### config.mk
export PLATFORM = sky130hd
export DESIGN_NAME = four_mode_serial_port
export DESIGN_NICKNAME = d
export VERILOG_FILES = /design/src/serial_port_pkg.sv /design/src/four_mode_serial_port.sv
export SDC_FILE = /design/constraint.sdc
export NUM_CORES = 1
export LEC_CHECK = 0
export ABC_CLOCK_PERIOD_IN_PS = 2200
export BUFFER_PORTS_ARGS = -buffer_cell sky130_fd_sc_hd__buf_2
export CORE_MARGIN = 1
export CORE_UTILIZATION = 53
export CTS_CLUSTER_DIAMETER = 50
export DETAILED_ROUTE_END_ITERATION = 7
export GPL_TIMING_DRIVEN = 1
export PLACE_DENSITY = 0.73
export SLEW_MARGIN = 20
export SYNTH_ARGS = -nofsm -noshare
export SYNTH_HDL_FRONTEND = slang
export SYNTH_SLANG_ARGS = --single-unit
### constraint.sdc
create_clock -name sys_clk -period 2.2 [get_ports sys_clk]
set_clock_uncertainty 0.15 [all_clocks]
set_input_delay 0.11 -clock sys_clk [delete_from_list [all_inputs] [get_ports sys_clk]]
set_output_delay 0.11 -clock sys_clk [all_outputs]
set_load 0.01 [all_outputs]
### src/serial_port_pkg.sv
// constants, field layout and carrier types of the four-mode serial port
// assumes one oscillator clock shared with the cpu core and timer 1
package serial_port_pkg;

	// special function register addresses
	localparam logic [7:0] CTRL_ADDR = 8'h98;
	localparam logic [7:0] BUF_ADDR  = 8'h99;

	// control register bit positions, msb to lsb
	localparam int MODE_HI_BIT = 7;
	localparam int MODE_LO_BIT = 6;
	localparam int MPF_BIT     = 5;
	localparam int REN_BIT     = 4;
	localparam int TB8_BIT     = 3;
	localparam int RB8_BIT     = 2;
	localparam int TI_BIT      = 1;
	localparam int RI_BIT      = 0;
	localparam logic [7:0] CTRL_RESET = 8'h00;
	localparam logic [7:0] BUF_RESET  = 8'h00;

	// mode select encodings
	localparam logic [1:0] MODE0 = 2'h0;
	localparam logic [1:0] MODE1 = 2'h1;
	localparam logic [1:0] MODE2 = 2'h2;
	localparam logic [1:0] MODE3 = 2'h3;

	// mode 0: one shift clock per twelve oscillator clocks
	localparam int         M0_DIV    = 12;
	localparam logic [3:0] M0_LAST   = 4'(M0_DIV - 1);
	localparam logic [3:0] M0_RISE   = 4'(M0_DIV / 2 - 1);
	localparam logic [3:0] M0_BITS   = 4'h8;

	// uart modes: sixteen sample ticks per bit
	localparam int         OVERSAMPLE = 16;
	localparam logic [3:0] BIT_LAST   = 4'(OVERSAMPLE - 1);
	localparam logic [3:0] SAMPLE_PT  = 4'(OVERSAMPLE / 2 - 1);
	localparam int         M2_DIV_SLOW = 64;
	localparam int         M2_DIV_FAST = 32;
	localparam int         T1_DIV_SLOW = 32;
	localparam int         T1_DIV_FAST = 16;
	localparam logic [1:0] M2_LIM_SLOW = 2'(M2_DIV_SLOW / OVERSAMPLE - 1);
	localparam logic [1:0] M2_LIM_FAST = 2'(M2_DIV_FAST / OVERSAMPLE - 1);
	localparam logic [1:0] T1_LIM_SLOW = 2'(T1_DIV_SLOW / OVERSAMPLE - 1);
	localparam logic [1:0] T1_LIM_FAST = 2'(T1_DIV_FAST / OVERSAMPLE - 1);

	// frame lengths in bit times
	localparam logic [3:0] UART8_BITS = 4'ha;
	localparam logic [3:0] UART9_BITS = 4'hb;

	// special function register access from the core
	typedef struct packed {
		logic [7:0] addr;
		logic       wr;
		logic       rd;
		logic [7:0] wdata;
	} sfr_req_s;

endpackage

### src/four_mode_serial_port.sv
// four-mode serial port: shift register, 8-bit and 9-bit uart
// assumes sfr strobes and timer 1 overflow on sys_clk; rxd from a pin
`timescale 1ns/1ns

module four_mode_serial_port
	import serial_port_pkg::*;
(
	input  wire logic       sys_clk,
	input  wire logic       rst_b,
	input  wire sfr_req_s   sfr_req,
	output logic      [7:0] sfr_rdata,
	input  wire logic       baud_doubler,
	input  wire logic       timer1_overflow,
	input  wire logic       rxd_in,
	output logic            rxd_out,
	output logic            rxd_oe,
	output logic            txd,
	output logic            serial_irq
);

	typedef enum {TX_IDLE, TX_SEND} tx_st_e;
	typedef enum {RX_IDLE, RX_START, RX_DATA} rx_st_e;
	typedef enum {M0_IDLE, M0_SEND, M0_RECV} m0_st_e;

	function automatic logic hit(input sfr_req_s r, input logic [7:0] a);
		hit = (r.addr == a);
	endfunction

	logic        rxd_s1;
	logic        rxd_s2;
	logic [1:0]  mode_r;
	logic        mpf_r;
	logic        ren_r;
	logic        tb8_r;
	logic        rb8_r;
	logic        ti_r;
	logic        ri_r;
	logic [7:0]  rbuf_r;
	logic [7:0]  rdata_r;
	logic        irq_r;
	logic        txd_r;
	logic        ctrl_wr;
	logic        buf_wr;
	logic [1:0]  samp_cnt_r;
	logic        samp_tick_r;
	logic        samp_ev;
	logic [1:0]  samp_lim;
	tx_st_e      tx_st_r;
	logic [10:0] tx_sh_r;
	logic [3:0]  tx_left_r;
	logic [3:0]  tx_div_r;
	logic        utx_line_r;
	logic        utx_done_r;
	rx_st_e      rx_st_r;
	logic [9:0]  rx_sh_r;
	logic [9:0]  rx_next;
	logic [3:0]  rx_left_r;
	logic [3:0]  rx_cnt_r;
	logic [7:0]  rx_byte;
	logic        rx_b9;
	logic        urx_load_r;
	logic [7:0]  urx_byte_r;
	logic        urx_b9_r;
	m0_st_e      m0_st_r;
	logic [7:0]  m0_sh_r;
	logic [3:0]  m0_div_r;
	logic [3:0]  m0_left_r;
	logic        m0_clk_r;
	logic        m0_out_r;
	logic        m0_oe_r;
	logic        m0_ti_r;
	logic        m0_ri_r;

	assign ctrl_wr    = sfr_req.wr && hit(sfr_req, CTRL_ADDR);
	assign buf_wr     = sfr_req.wr && hit(sfr_req, BUF_ADDR);
	assign sfr_rdata  = rdata_r;
	assign serial_irq = irq_r;
	assign txd        = txd_r;
	assign rxd_out    = m0_out_r;
	assign rxd_oe     = m0_oe_r;

	////////////////////////////////////////////////////////////////////
	// pin synchroniser

	always_ff @(posedge sys_clk or negedge rst_b) begin
		if (!rst_b) begin
			rxd_s1 <= 1'b1;
			rxd_s2 <= 1'b1;
		end else begin
			rxd_s1 <= rxd_in;
			rxd_s2 <= rxd_s1;
		end
	end

	////////////////////////////////////////////////////////////////////
	// control register and flags

	always_ff @(posedge sys_clk or negedge rst_b) begin
		if (!rst_b) begin
			mode_r <= CTRL_RESET[MODE_HI_BIT:MODE_LO_BIT];
			mpf_r  <= CTRL_RESET[MPF_BIT];
			ren_r  <= CTRL_RESET[REN_BIT];
			tb8_r  <= CTRL_RESET[TB8_BIT];
		end else if (ctrl_wr) begin
			mode_r <= sfr_req.wdata[MODE_HI_BIT:MODE_LO_BIT];
			mpf_r  <= sfr_req.wdata[MPF_BIT];
			ren_r  <= sfr_req.wdata[REN_BIT];
			tb8_r  <= sfr_req.wdata[TB8_BIT];
		end
	end

	always_ff @(posedge sys_clk or negedge rst_b) begin
		if (!rst_b) begin
			ti_r  <= CTRL_RESET[TI_BIT];
			ri_r  <= CTRL_RESET[RI_BIT];
			rb8_r <= CTRL_RESET[RB8_BIT];
		end else begin
			// hardware set wins over a software write
			ti_r <= utx_done_r | m0_ti_r |
				(ctrl_wr ? sfr_req.wdata[TI_BIT] : ti_r);
			ri_r <= urx_load_r | m0_ri_r |
				(ctrl_wr ? sfr_req.wdata[RI_BIT] : ri_r);
			if (urx_load_r)
				rb8_r <= urx_b9_r;
			else if (ctrl_wr)
				rb8_r <= sfr_req.wdata[RB8_BIT];
		end
	end

	always_ff @(posedge sys_clk or negedge rst_b) begin
		if (!rst_b)
			rbuf_r <= BUF_RESET;
		else if (urx_load_r)
			rbuf_r <= urx_byte_r;
		else if (m0_ri_r)
			rbuf_r <= m0_sh_r;
	end

	always_ff @(posedge sys_clk or negedge rst_b) begin
		if (!rst_b) begin
			rdata_r <= 8'h00;
			irq_r   <= 1'b0;
		end else begin
			irq_r <= ti_r | ri_r;
			if (sfr_req.rd && hit(sfr_req, CTRL_ADDR))
				rdata_r <= {mode_r, mpf_r, ren_r, tb8_r, rb8_r, ti_r, ri_r};
			else if (sfr_req.rd && hit(sfr_req, BUF_ADDR))
				rdata_r <= rbuf_r;
			else
				rdata_r <= 8'h00;
		end
	end

	////////////////////////////////////////////////////////////////////
	// sample tick, sixteen per bit in uart modes

	always_comb begin
		if (mode_r == MODE2) begin
			samp_ev  = 1'b1;
			samp_lim = baud_doubler ? M2_LIM_FAST : M2_LIM_SLOW;
		end else begin
			samp_ev  = timer1_overflow;
			samp_lim = baud_doubler ? T1_LIM_FAST : T1_LIM_SLOW;
		end
	end

	always_ff @(posedge sys_clk or negedge rst_b) begin
		if (!rst_b) begin
			samp_cnt_r  <= 2'h0;
			samp_tick_r <= 1'b0;
		end else begin
			samp_tick_r <= 1'b0;
			if (mode_r == MODE0) begin
				samp_cnt_r <= 2'h0;
			end else if (samp_ev) begin
				if (samp_cnt_r >= samp_lim) begin
					samp_cnt_r  <= 2'h0;
					samp_tick_r <= 1'b1;
				end else begin
					samp_cnt_r <= samp_cnt_r + 2'h1;
				end
			end
		end
	end

	////////////////////////////////////////////////////////////////////
	// uart transmitter, independent of the receiver

	always_ff @(posedge sys_clk or negedge rst_b) begin
		if (!rst_b) begin
			tx_st_r    <= TX_IDLE;
			tx_sh_r    <= 11'h7ff;
			tx_left_r  <= 4'h0;
			tx_div_r   <= 4'h0;
			utx_line_r <= 1'b1;
			utx_done_r <= 1'b0;
		end else begin
			utx_done_r <= 1'b0;
			if (buf_wr && mode_r != MODE0) begin
				tx_st_r   <= TX_SEND;
				// stop, ninth (or stop), data lsb first, start
				tx_sh_r   <= {1'b1, (mode_r == MODE1) ? 1'b1 : tb8_r,
					sfr_req.wdata, 1'b0};
				tx_left_r <= (mode_r == MODE1) ? UART8_BITS : UART9_BITS;
				tx_div_r  <= 4'h0;
				utx_line_r <= 1'b0;
			end else begin
				case (tx_st_r)
				TX_IDLE: begin
					utx_line_r <= 1'b1;
				end
				TX_SEND: begin
					if (samp_tick_r) begin
						tx_div_r <= tx_div_r + 4'h1;
						if (tx_div_r == BIT_LAST) begin
							if (tx_left_r == 4'h1) begin
								tx_st_r    <= TX_IDLE;
								utx_done_r <= 1'b1;
								utx_line_r <= 1'b1;
							end else begin
								tx_sh_r    <= {1'b1, tx_sh_r[10:1]};
								utx_line_r <= tx_sh_r[1];
								tx_left_r  <= tx_left_r - 4'h1;
							end
						end
					end
				end
				default: tx_st_r <= TX_IDLE;
				endcase
			end
		end
	end

	////////////////////////////////////////////////////////////////////
	// uart receiver

	always_comb begin
		rx_next = {rxd_s2, rx_sh_r[9:1]};
		if (mode_r == MODE1) begin
			rx_byte = rx_next[8:1];
			rx_b9   = rx_next[9];
		end else begin
			rx_byte = rx_next[7:0];
			rx_b9   = rx_next[8];
		end
	end

	always_ff @(posedge sys_clk or negedge rst_b) begin
		if (!rst_b) begin
			rx_st_r    <= RX_IDLE;
			rx_sh_r    <= 10'h000;
			rx_left_r  <= 4'h0;
			rx_cnt_r   <= 4'h0;
			urx_load_r <= 1'b0;
			urx_byte_r <= 8'h00;
			urx_b9_r   <= 1'b0;
		end else begin
			urx_load_r <= 1'b0;
			if (mode_r == MODE0 || !ren_r) begin
				rx_st_r <= RX_IDLE;
			end else if (samp_tick_r) begin
				case (rx_st_r)
				RX_IDLE: begin
					if (!rxd_s2) begin
						rx_st_r  <= RX_START;
						rx_cnt_r <= 4'h0;
					end
				end
				RX_START: begin
					rx_cnt_r <= rx_cnt_r + 4'h1;
					if (rx_cnt_r == SAMPLE_PT && rxd_s2)
						rx_st_r <= RX_IDLE;
					else if (rx_cnt_r == BIT_LAST) begin
						rx_st_r   <= RX_DATA;
						rx_left_r <= (mode_r == MODE1) ?
							UART8_BITS - 4'h1 : UART9_BITS - 4'h1;
					end
				end
				RX_DATA: begin
					rx_cnt_r <= rx_cnt_r + 4'h1;
					if (rx_cnt_r == SAMPLE_PT) begin
						rx_sh_r   <= rx_next;
						rx_left_r <= rx_left_r - 4'h1;
						if (rx_left_r == 4'h1) begin
							rx_st_r <= RX_IDLE;
							// unread byte keeps priority
							if (!ri_r && (!mpf_r || rx_b9)) begin
								urx_load_r <= 1'b1;
								urx_byte_r <= rx_byte;
								urx_b9_r   <= rx_b9;
							end
						end
					end
				end
				default: rx_st_r <= RX_IDLE;
				endcase
			end
		end
	end

	////////////////////////////////////////////////////////////////////
	// mode 0 shift register, filter bit unused here

	always_ff @(posedge sys_clk or negedge rst_b) begin
		if (!rst_b) begin
			m0_st_r   <= M0_IDLE;
			m0_sh_r   <= 8'h00;
			m0_div_r  <= 4'h0;
			m0_left_r <= 4'h0;
			m0_clk_r  <= 1'b1;
			m0_out_r  <= 1'b1;
			m0_oe_r   <= 1'b0;
			m0_ti_r   <= 1'b0;
			m0_ri_r   <= 1'b0;
		end else begin
			m0_ti_r <= 1'b0;
			m0_ri_r <= 1'b0;
			if (mode_r != MODE0) begin
				m0_st_r  <= M0_IDLE;
				m0_clk_r <= 1'b1;
				m0_oe_r  <= 1'b0;
			end else if (buf_wr) begin
				m0_st_r   <= M0_SEND;
				m0_sh_r   <= sfr_req.wdata;
				m0_out_r  <= sfr_req.wdata[0];
				m0_oe_r   <= 1'b1;
				m0_div_r  <= 4'h0;
				m0_left_r <= M0_BITS;
				m0_clk_r  <= 1'b0;
			end else begin
				case (m0_st_r)
				M0_IDLE: begin
					m0_clk_r <= 1'b1;
					m0_oe_r  <= 1'b0;
					if (ren_r && !ri_r && !m0_ri_r) begin
						m0_st_r   <= M0_RECV;
						m0_div_r  <= 4'h0;
						m0_left_r <= M0_BITS;
						m0_clk_r  <= 1'b0;
					end
				end
				M0_SEND, M0_RECV: begin
					// clock low for six, high for six
					m0_div_r <= (m0_div_r == M0_LAST) ?
						4'h0 : m0_div_r + 4'h1;
					m0_clk_r <= (m0_div_r >= M0_RISE) &&
						(m0_div_r != M0_LAST);
					if (m0_div_r == M0_LAST) begin
						m0_left_r <= m0_left_r - 4'h1;
						if (m0_st_r == M0_RECV)
							m0_sh_r <= {rxd_s2, m0_sh_r[7:1]};
						else begin
							m0_sh_r  <= {1'b0, m0_sh_r[7:1]};
							m0_out_r <= m0_sh_r[1];
						end
						if (m0_left_r == 4'h1) begin
							m0_st_r <= M0_IDLE;
							m0_oe_r <= 1'b0;
							m0_clk_r <= 1'b1;
							if (m0_st_r == M0_SEND)
								m0_ti_r <= 1'b1;
							else
								m0_ri_r <= 1'b1;
						end
					end
				end
				default: m0_st_r <= M0_IDLE;
				endcase
			end
		end
	end

	////////////////////////////////////////////////////////////////////
	// transmit pin: shift clock in mode 0, serial line otherwise

	always_ff @(posedge sys_clk or negedge rst_b) begin
		if (!rst_b)
			txd_r <= 1'b1;
		else
			txd_r <= (mode_r == MODE0) ? m0_clk_r : utx_line_r;
	end

endmodule

==> impl_metrics.json, run 1 <==
{
  "status": "completed",
  "finalWorstSetupSlack_ns": 0.0137,
  "hold_path_class": "in -> async",
  "fp.dieArea_mm2": 0.0103,
  "grt_max_degree": 44,
  "stdcell_count": 682,
  "cp-end-kind": "flip-flop",
  "critPathLaunchType": "flip-flop",
  "yosysTopAreaCell": "dfrtp_1",
  "initial_utilization_pct": 55.7,
  "synth_edf_count": 0,
  "routed_wl_um": 11800,
  "crit_fanout": 5,
  "cp.arrival_ns": 2.30,
  "diodes": 0,
  "finalCritPeriodShare_pct": 99.4,
  "yosys_warnings": 0,
  "dp.cells": 652,
  "synth_top_cell_area_share_pct": 42.2,
  "cts_tree": "done",
  "drv_cap": 0,
  "setup.worst_path.class": "reg -> reg",
  "final_common_cell": "dfrtp_1",
  "crit_buf_inv": 1,
  "fmax_ghz": 0.457,
  "utilization_pct": 64.9,
  "cpPeakStageDelay_ns": 0.48,
  "core.rowCount": 35,
  "antenna_found_initial": 0,
  "clock-root-buffer": "clkbuf_8",
  "place_congestion": 0.810,
  "crit_required_ns": 2.32,
  "postSynthCellCount": 483,
  "syn_avg_cell_area_um2": 10.8,
  "grt_pass1_vias": 3913,
  "multi_input_area_mm2": 0.00248,
  "p_total_mw": 3.99,
  "ys_ff_latch": 103,
  "num_io_pins": 35,
  "critPathSlowestCell": "or4b_4",
  "numClockSinks": 103,
  "setup_viol": 0,
  "regToRegSetupSlack_ns": 0.01,
  "tightest_slew_ns": 0.619,
  "cts_buffer_depth": 2,
  "flow.area_growth_from_synthesis_pct": 16.4,
  "power.density_mw_per_mm2": 657,
  "synth_nets": 527,
  "hold_violations": 0,
  "routed_via_density": 5.79,
  "dieWidth_um": 101,
  "ys_types": 66,
  "vdd_drop_max_uv": 388,
  "drtPass1Iterations": 5,
  "async_reset_ff_share_pct": 100,
  "ys_seq_area_share_pct": 49.7,
  "crit_chain": "ha_4 -> nand2_4 -> or4b_4 -> a2111o_1 -> buf_6 -> mux2_4",
  "crit_family": "simple AND/OR/NAND/NOR gates",
  "nFillCells": 773,
  "grt_pass1_wl_um": 19200,
  "antenna_left": 0,
  "seqCellArea_mm2": 0.00260,
  "synth.area.top_cells": "dfrtp_1 (42%), dfstp_2 (7.5%), mux2i_1 (6.5%)",
  "drc_errors": 0,
  "synthFlopType": "dfrtp_1",
  "num_vias": 3949,
  "gr-total-overflow": 0,
  "wire_per_inst_um": 17.3,
  "leakage_nw": 2.77,
  "rsz0062_at_grt": "yes",
  "port_buffers": 34,
  "layout_common_cells": "dfrtp_1 (88), nand2_1 (35), mux2i_1 (34), nor2_1 (34), buf_2 (33)",
  "preCtsSetupSlack_ns": -0.0232,
  "grtUsageTotal_pct": 24.7,
  "cts_max_level": 3,
  "dp_hpwl_um": 8210,
  "clk_pin_slew_ns": 0.10,
  "syn_area_mm2": 0.00522,
  "min_period_ns": 2.19,
  "die_y_um": 101,
  "maxSlewViolCount": 0,
  "cts_buffers": 9,
  "slew_headroom_pct": 58.2,
  "first_iter_violations": 184,
  "drive_gt1_share_pct": 26.8,
  "coreArea_mm2": 0.00937,
  "clock_latency_ns": 0.38,
  "fin_nets": 592
}
-- through the flow --
| stage | TNS [ns] | hold slack (ns) | area, µm² |
|---|---|---|---|
| finish | 0 | 0.0314 | 6080 |
| CTS | 0 | 0.0256 | 6030 |
| detailed placement | -0.0297 | -0.0986 | 5730 |
| global placement | 0 | -0.101 | 5730 |
| global route | -0.303 | 0.0469 | 6080 |
| floorplan | -0.280 | -0.336 | 5240 |
-- logic make-up after synthesis --
logic type / after synthesis / synth area share [%]
compound gates: 107 / 13.6
xor+xnor: 6 / 1.01
simple gates: 136 / 13.5
buf+inv: 47 / 3.79
mux: 63 / 13.3
fa+ha+maj: 21 / 5.03
flops: 103 / 49.7
-- timing repair --
action / CTS / global route
endpoints found under the setup margin: 9 / 17
pin swaps: 0 / 1
gates cloned: 0 / 1
setup buffers: 0 / 2
hold endpoints to repair: 130 / 0
gates resized for setup: 2 / 10
hold buffers: 11 / 0
-- sequential cells by signal (all words and copies together), names as in the netlist, 2 cells and up --
| register | flops |
|---|---|
| rbuf_r | 8 |
| tx_div_r | 4 |
| tx_left_r | 4 |
| sfr_rdata | 8 |
| rx_st_r | 2 |
| m0_div_r | 4 |
| tx_sh_r | 9 |
| m0_left_r | 4 |
| urx_byte_r | 8 |
| rx_cnt_r | 4 |
| rx_left_r | 4 |
| m0_st_r | 2 |
| samp_cnt_r | 2 |
| m0_sh_r | 8 |
| mode_r | 2 |
| rx_sh_r | 9 |
-- where the power goes --
group          switching, mW  total (mW)  internal (mW)
clock                  0.644        1.12          0.479
sequential             0.134        2.24           2.11
combinational          0.333       0.629          0.297
-- per-layer routing --
layer	up-vias	wire length (µm)	track usage, %
met5	-	0	0
met4	0	259	9.70
met3	21	570	5.80
met2	107	5770	40.4
met1	1953	5200	32.1
li1	1868	-	-
-- worst paths after layout --
path / from / endpoint / cells past startpoint
setup / recovery: rx_cnt_r[1]$_DFFE_PN0P_ / urx_byte_r[2]$_DFFE_PN0P_ / 6
hold / removal: rst_b / m0_div_r[3]$_DFFE_PN0P_ / 2
setup reg to reg: rx_cnt_r[1]$_DFFE_PN0P_ / urx_byte_r[2]$_DFFE_PN0P_ / 6
hold reg to reg: rxd_s1$_DFF_PN1_ / rxd_s2$_DFF_PN1_ / 0
max in group asynchronous: rst_b / tx_div_r[2]$_DFFE_PN0P_ / 3
min in group sys_clk: sfr_req[11] / tx_left_r[3]$_DFFE_PN0P_ / 4
-- Yosys cell counts, types with 3 or more instances --
master / count
o22ai_1: 11
a31oi_1: 3
clkbuf_1: 18
nand2_1: 36
nand4_1: 5
or2_2: 4
nor2b_1: 4
inv_1: 23
o31ai_1: 4
a2bb2oi_1: 9
ha_1: 21
nor2_1: 34
o21ai_0: 26
or3_1: 3
a22o_1: 4
o211ai_1: 3
dfrtp_1: 88
a21oi_1: 23
nand3_1: 17
nand2b_1: 6
nor3_1: 3
dfstp_2: 15
xor2_1: 4
mux2_2: 21
mux2i_1: 34
or3b_2: 4
mux2_4: 8
-- area by class of cell --
type,count,share of cell area [%]
Tap cell,129,2.65
Clock buffer,11,2.51
Inverter,23,1.42
Timing Repair Buffer,78,9.47
Clock inverter,5,0.514
Multi-Input combinational cell,333,40.7
Sequential cell,103,42.7
Note: power is estimated with default switching activity, not from simulation.
==> run 2, diff against run 1 <==
--- a/config.mk
+++ b/config.mk
@@ -13,6 +13,7 @@
 export DETAILED_ROUTE_END_ITERATION = 7
 export GPL_TIMING_DRIVEN = 1
 export PLACE_DENSITY = 0.73
+export REMOVE_ABC_BUFFERS = 1
 export SLEW_MARGIN = 20
 export SYNTH_ARGS = -nofsm -noshare
 export SYNTH_HDL_FRONTEND = slang
==> impl_metrics.json, run 2 (synthesized netlist as in run 1, its figures left out) <==
{
  "power.density_mw_per_mm2": 664,
  "dieWidth_um": 101,
  "preCtsSetupSlack_ns": 0.0166,
  "maxSlewViolCount": 0,
  "layout_common_cells": "dfrtp_1 (88), buf_4 (37), nand2_1 (35)",
  "regToRegSetupSlack_ns": 0.03,
  "min_path_cells": 3,
  "grt_pass1_vias": 3959,
  "r2r-start": "rx_cnt_r[1]$_DFFE_PN0P_",
  "rr_endpoint": "urx_byte_r[4]$_DFFE_PN0P_",
  "post-route-cell-area_mm2": 0.00619,
  "finalWorstSetupSlack_ns": 0.0270,
  "drc_errors": 0,
  "cp.arrival_ns": 2.29,
  "setup_viol": 0,
  "status": "completed",
  "finalCritPeriodShare_pct": 98.8,
  "placed_cell_area_mm2": 0.00577,
  "largestRegisters": "rx_sh_r x9, tx_sh_r x9",
  "num_vias": 3909,
  "first_iter_violations": 156,
  "grtUsageTotal_pct": 24.7,
  "initial_utilization_pct": 55.7,
  "dp_hpwl_um": 8150,
  "port_buffers": 34,
  "routed_via_density": 5.66,
  "numClockSinks": 103,
  "routed_wl_um": 11500,
  "hold_violations": 0,
  "final_common_cell": "dfrtp_1",
  "cts_buffers": 9,
  "flow.area_growth_from_synthesis_pct": 18.4,
  "hp-start": "sfr_req[10]",
  "hold_path_class": "in -> reg",
  "critPathSlowestCell": "or4b_4",
  "drv_cap": 0,
  "place_congestion": 0.861,
  "tightest_slew_ns": 0.505,
  "cp-end-kind": "flip-flop",
  "grt_pass1_wl_um": 19300,
  "drive_gt1_share_pct": 28.1,
  "crit_chain": "ha_2 -> nand2_2 -> or4b_4 -> a2111o_1 -> buf_4 -> mux2_4",
  "antenna_found_initial": 0,
  "slew_headroom_pct": 65.9,
  "grt_max_degree": 40,
  "clock_latency_ns": 0.39,
  "fp.dieArea_mm2": 0.0103,
  "crit_required_ns": 2.32,
  "die_y_um": 101,
  "num_io_pins": 35,
  "cts_tree": "done",
  "min_to": "sfr_rdata[1]$_DFF_PN0_",
  "critPathLaunchType": "flip-flop",
  "crit_fanout": 4,
  "gr-total-overflow": 0,
  "diodes": 0,
  "coreArea_mm2": 0.00937,
  "cts_max_level": 3,
  "antenna_left": 0,
  "clock-root-buffer": "clkbuf_8",
  "fin_nets": 601,
  "rsz0062_at_grt": "yes",
  "utilization_pct": 66.0,
  "leakage_nw": 2.81,
  "cts_buffer_depth": 2,
  "setup.worst_path.class": "reg -> reg",
  "fmax_ghz": 0.460,
  "vdd_drop_max_uv": 571,
  "core.rowCount": 35,
  "nFillCells": 771,
  "drtPass1Iterations": 4,
  "min_period_ns": 2.17,
  "rr_worst_depth": 6,
  "clk_pin_slew_ns": 0.10,
  "wire_per_inst_um": 16.7,
  "cpPeakStageDelay_ns": 0.49
}
## run 2: changes by cell type in the layout (fill, tap and decap cells not counted), sizes merged
cell | before | now
buf | 67 | 76
bufinv | 0 | 1
clkbuf | 11 | 10
inv | 24 | 25
clkinvlp | 1 | 0
## run 2: worst max-delay path by stage
stage | from | endpoint | cells past startpoint
final | rx_cnt_r[1]$_DFFE_PN0P_ | urx_byte_r[4]$_DFFE_PN0P_ | 6
after global routing | m0_st_r[0]$_DFFE_PN0P_ | m0_left_r[0]$_DFFE_PN0P_ | 7
after CTS | rx_st_r[0]$_DFFE_PN0P_ | rx_left_r[1]$_DFFE_PN0P_ | 7
after detailed placement | rx_cnt_r[0]$_DFFE_PN0P_ | urx_byte_r[2]$_DFFE_PN0P_ | 6
after global placement | rx_left_r[1]$_DFFE_PN0P_ | urx_byte_r[0]$_DFFE_PN0P_ | 6
after floorplan | rx_st_r[0]$_DFFE_PN0P_ | urx_byte_r[0]$_DFFE_PN0P_ | 5
## run 2: where the power goes
| group | switching [mW] | total (mW) | internal [mW] |
|---|---|---|---|
| logic | 0.327 | 0.633 | 0.306 |
| registers | 0.132 | 2.24 | 2.11 |
| clock network | 0.670 | 1.23 | 0.563 |
## run 2: cell type report
| type | instances | area [µm²] | area share (%) |
|---|---|---|---|
| sequential | 103 | 2600 | 42.0 |
| multi-input combinational | 333 | 2480 | 40.1 |
| timing repair buffer | 87 | 656 | 10.6 |
| tap | 129 | 161 | 2.61 |
| clock buffer | 10 | 138 | 2.22 |
| inverter | 23 | 86.3 | 1.40 |
| clock inverter | 6 | 66.3 | 1.07 |
## run 2: repair_timing
item / in CTS / in global routing
setup buffers: 1 / 3
endpoints found under the setup margin: 9 / 19
hold buffers: 11 / 0
cloned: 0 / 1
gates resized for setup: 1 / 16
hold endpoints to repair: 128 / 0
## run 2: metrics by stage
| step | hold WS, ns | TNS, ns | power [mW] | instances |
|---|---|---|---|---|
| floorplan | -0.336 | -2.00 | 2.64 | 459 |
| global placement | -0.0358 | 0 | 2.85 | 659 |
| detailed placement | -0.0329 | 0 | 2.89 | 659 |
| CTS | 0.0572 | 0 | 4.14 | 687 |
| global route | 0.0803 | -0.176 | 4.33 | 691 |
| finish | 0.0720 | 0 | 4.11 | 691 |
## run 2: critical path, delay by kind of cell (launching register included)
| kind | cells | cell delay (ns) |
|---|---|---|
| flops | 1 | 0.37 |
| fa+ha+maj | 1 | 0.19 |
| mux | 1 | 0.29 |
| simple gates | 2 | 0.56 |
| buf+inv | 1 | 0.17 |
| compound gates | 1 | 0.34 |
## run 2: metal layers
| metal | part of all wire [%] | track usage [%] | routed length (µm) | vias up |
|---|---|---|---|---|
| met2 | 50 | 41.1 | 5820 | 70 |
| met3 | 3.8 | 4.62 | 439 | 12 |
| met5 | 0 | 0 | 0 | - |
| met4 | 1.2 | 7.92 | 142 | 0 |
| met1 | 44 | 32.8 | 5120 | 1936 |
| li1 | - | - | - | 1891 |
==> run 3, diff against run 2 <==
--- a/config.mk
+++ b/config.mk
@@ -7,12 +7,15 @@
 export LEC_CHECK = 0
 export ABC_CLOCK_PERIOD_IN_PS = 2200
 export BUFFER_PORTS_ARGS = -buffer_cell sky130_fd_sc_hd__buf_2
+export CELL_PAD_IN_SITES_DETAIL_PLACEMENT = 1
+export CELL_PAD_IN_SITES_GLOBAL_PLACEMENT = 1
 export CORE_MARGIN = 1
-export CORE_UTILIZATION = 53
+export CORE_UTILIZATION = 44
 export CTS_CLUSTER_DIAMETER = 50
 export DETAILED_ROUTE_END_ITERATION = 7
+export GPL_ROUTABILITY_DRIVEN = 0
 export GPL_TIMING_DRIVEN = 1
-export PLACE_DENSITY = 0.73
+export PLACE_DENSITY = 0.75
 export REMOVE_ABC_BUFFERS = 1
 export SLEW_MARGIN = 20
 export SYNTH_ARGS = -nofsm -noshare
==> impl_metrics.json, run 3 (synthesized netlist as in run 1, its figures left out) <==
{
  "diodes": 0,
  "num_vias": 3994,
  "cts_buffers": 9,
  "wire_per_inst_um": 19.2,
  "slew_headroom_pct": 59.0,
  "min_path_cells": 3,
  "dp.cells": 672,
  "stdcell_count": 704,
  "gr-total-overflow": 0,
  "hold_violations": 0,
  "regToRegSetupSlack_ns": 0.01,
  "die_y_um": 111,
  "leakage_nw": 2.82,
  "r2r-start": "rx_st_r[0]$_DFFE_PN0P_",
  "setup_viol": 0,
  "layout_common_cells": "dfrtp_1 (88), buf_4 (38), nand2_1 (35)",
  "port_buffers": 34,
  "grtUsageTotal_pct": 23.8,
  "tightest_slew_ns": 0.607,
  "finalCritPeriodShare_pct": 99.5,
  "use_met1_pct": 29.3,
  "fmax_ghz": 0.457,
  "clk_pin_slew_ns": 0.07,
  "top_usage_layer": "met2",
  "antenna_left": 0,
  "clock_latency_ns": 0.36,
  "grt_max_degree": 44,
  "crit_required_ns": 2.29,
  "power_frac_seq_pct": 49.9,
  "grt_pass1_vias": 4448,
  "p_int_mw": 3.23,
  "power.density_mw_per_mm2": 720,
  "cp.arrival_ns": 2.28,
  "setup-tns-final_ns": 0,
  "cts_tree": "done",
  "numClockSinks": 103,
  "cpPeakStageDelay_ns": 0.48,
  "post-route-cell-area_mm2": 0.00624,
  "initial_utilization_pct": 45.3,
  "netSwitchingPower_mw": 1.26,
  "antenna_found_initial": 0,
  "cp-end-kind": "flip-flop",
  "hp-start": "sfr_req[10]",
  "dieWidth_um": 111,
  "routed_via_density": 5.67,
  "rsz0062_at_grt": "yes",
  "status": "finished, violations left",
  "rr_endpoint": "urx_byte_r[3]$_DFFE_PN0P_",
  "drv_cap": 0,
  "rr_worst_depth": 6,
  "crit_fanout": 4,
  "critPathLaunchType": "flip-flop",
  "clock-root-buffer": "clkbuf_16",
  "crit_chain": "inv_2 -> ha_2 -> or4b_4 -> a2111o_1 -> buf_4 -> mux2_4",
  "fp.dieArea_mm2": 0.0123,
  "drive_gt1_share_pct": 27.8,
  "flow.area_growth_from_synthesis_pct": 19.5,
  "core.rowCount": 39,
  "drtPass1Iterations": 6,
  "num_io_pins": 35,
  "hold_path_class": "in -> reg",
  "largestRegisters": "rx_sh_r x9, tx_sh_r x9",
  "maxSlewViolCount": 0,
  "routed_wl_um": 13500,
  "min_to": "sfr_rdata[4]$_DFF_PN0_",
  "min_period_ns": 2.19,
  "critPathSlowestCell": "or4b_4",
  "violations": "design-rule violations",
  "final_common_cell": "dfrtp_1",
  "placed_cell_area_mm2": 0.00577,
  "cts_buffer_depth": 2,
  "met2_usage_pct": 41.4,
  "p_sw_share_pct": 28.0,
  "coreArea_mm2": 0.0115,
  "vdd_drop_max_uv": 400,
  "drc_errors": 13,
  "grt_use_met3_pct": 5.36,
  "combPwrFrac_pct": 14.9,
  "fin_nets": 600,
  "clkPwrFrac_pct": 35.2,
  "dp_hpwl_um": 9510,
  "setup.worst_path.class": "reg -> reg",
  "cts_max_level": 3,
  "grt_pass1_wl_um": 22800,
  "first_iter_violations": 208
}
## run 3: cell count changes in the layout (fill, tap and decap cells not counted), moves of 2 or more
cell / delta
clkinvlp_4: +3
clkbuf_16: +9
clkbuf_8: -9
clkinv_2: -2
## run 3: metrics by stage
step,total power [mW],hold WS [ns],util (%),setup WS [ns]
final,4.49,0.100,54.2,0.0118
after global routing,4.71,0.100,54.2,-0.0228
after CTS,4.54,0.109,53.7,0.00771
after detailed placement,2.93,-0.0176,50.1,-0.0153
after global placement,2.89,-0.0290,50.1,0.0524
after floorplan,2.64,-0.336,-,-0.240
## run 3: worst max-delay path by stage
| stage | start | endpoint | slack (ns) | depth (start not counted) |
|---|---|---|---|---|
| after floorplan | rx_st_r[0]$_DFFE_PN0P_ | urx_byte_r[0]$_DFFE_PN0P_ | -0.24 | 5 |
| after global placement | rx_left_r[1]$_DFFE_PN0P_ | urx_byte_r[1]$_DFFE_PN0P_ | 0.05 | 6 |
| after CTS | rx_cnt_r[1]$_DFFE_PN0P_ | urx_byte_r[7]$_DFFE_PN0P_ | 0.008 | 6 |
| after global routing | rx_st_r[0]$_DFFE_PN0P_ | urx_byte_r[4]$_DFFE_PN0P_ | -0.02 | 6 |
| after detailed placement | rx_cnt_r[1]$_DFFE_PN0P_ | urx_byte_r[7]$_DFFE_PN0P_ | -0.02 | 6 |
| final | rx_st_r[0]$_DFFE_PN0P_ | urx_byte_r[3]$_DFFE_PN0P_ | 0.01 | 6 |
## run 3: critical path: cells and delay by family, from the launching register on
family	cells	cell delay [ns]
and+or+nand+nor	1	0.48
DFF	1	0.40
adders and majority gates	1	0.19
buffers and inverters	2	0.24
muxes	1	0.29
AOI/OAI and AO/OA	1	0.33
## run 3: final cells by class
type	instances	area, µm²
clock buffers	10	239
inverters	23	86.3
fillers	1249	5280
well taps	143	179
multi-input cells	333	2460
clock inverters	6	51.3
repair buffers	86	632
flip-flops and latches	103	2600
## run 3: power groups by stage
| stage | logic (mW) | registers, mW | clock network, mW |
|---|---|---|---|
| after floorplan | 0.391 | 2.25 | 0 |
| after global placement | 0.622 | 2.27 | 0 |
| after detailed placement | 0.658 | 2.27 | 0 |
| after CTS | 0.680 | 2.24 | 1.62 |
| after global routing | 0.756 | 2.27 | 1.69 |
| final | 0.671 | 2.24 | 1.58 |
## run 3: timing repair
item / 4_1_cts / 5_1_grt
gates cloned: 0 / 1
resized for setup: 2 / 9
buffers inserted: 1 / 3
hold buffers: 11 / 0
setup endpoints to repair: 8 / 17
pin swaps: 1 / 0
hold endpoints to repair: 62 / 0
## run 3: metal layers
metal,part of all wire [%],wire length (µm)
met1,44,5930
met2,51,6900
met3,3.3,448
met4,1.6,215
met5,0,0
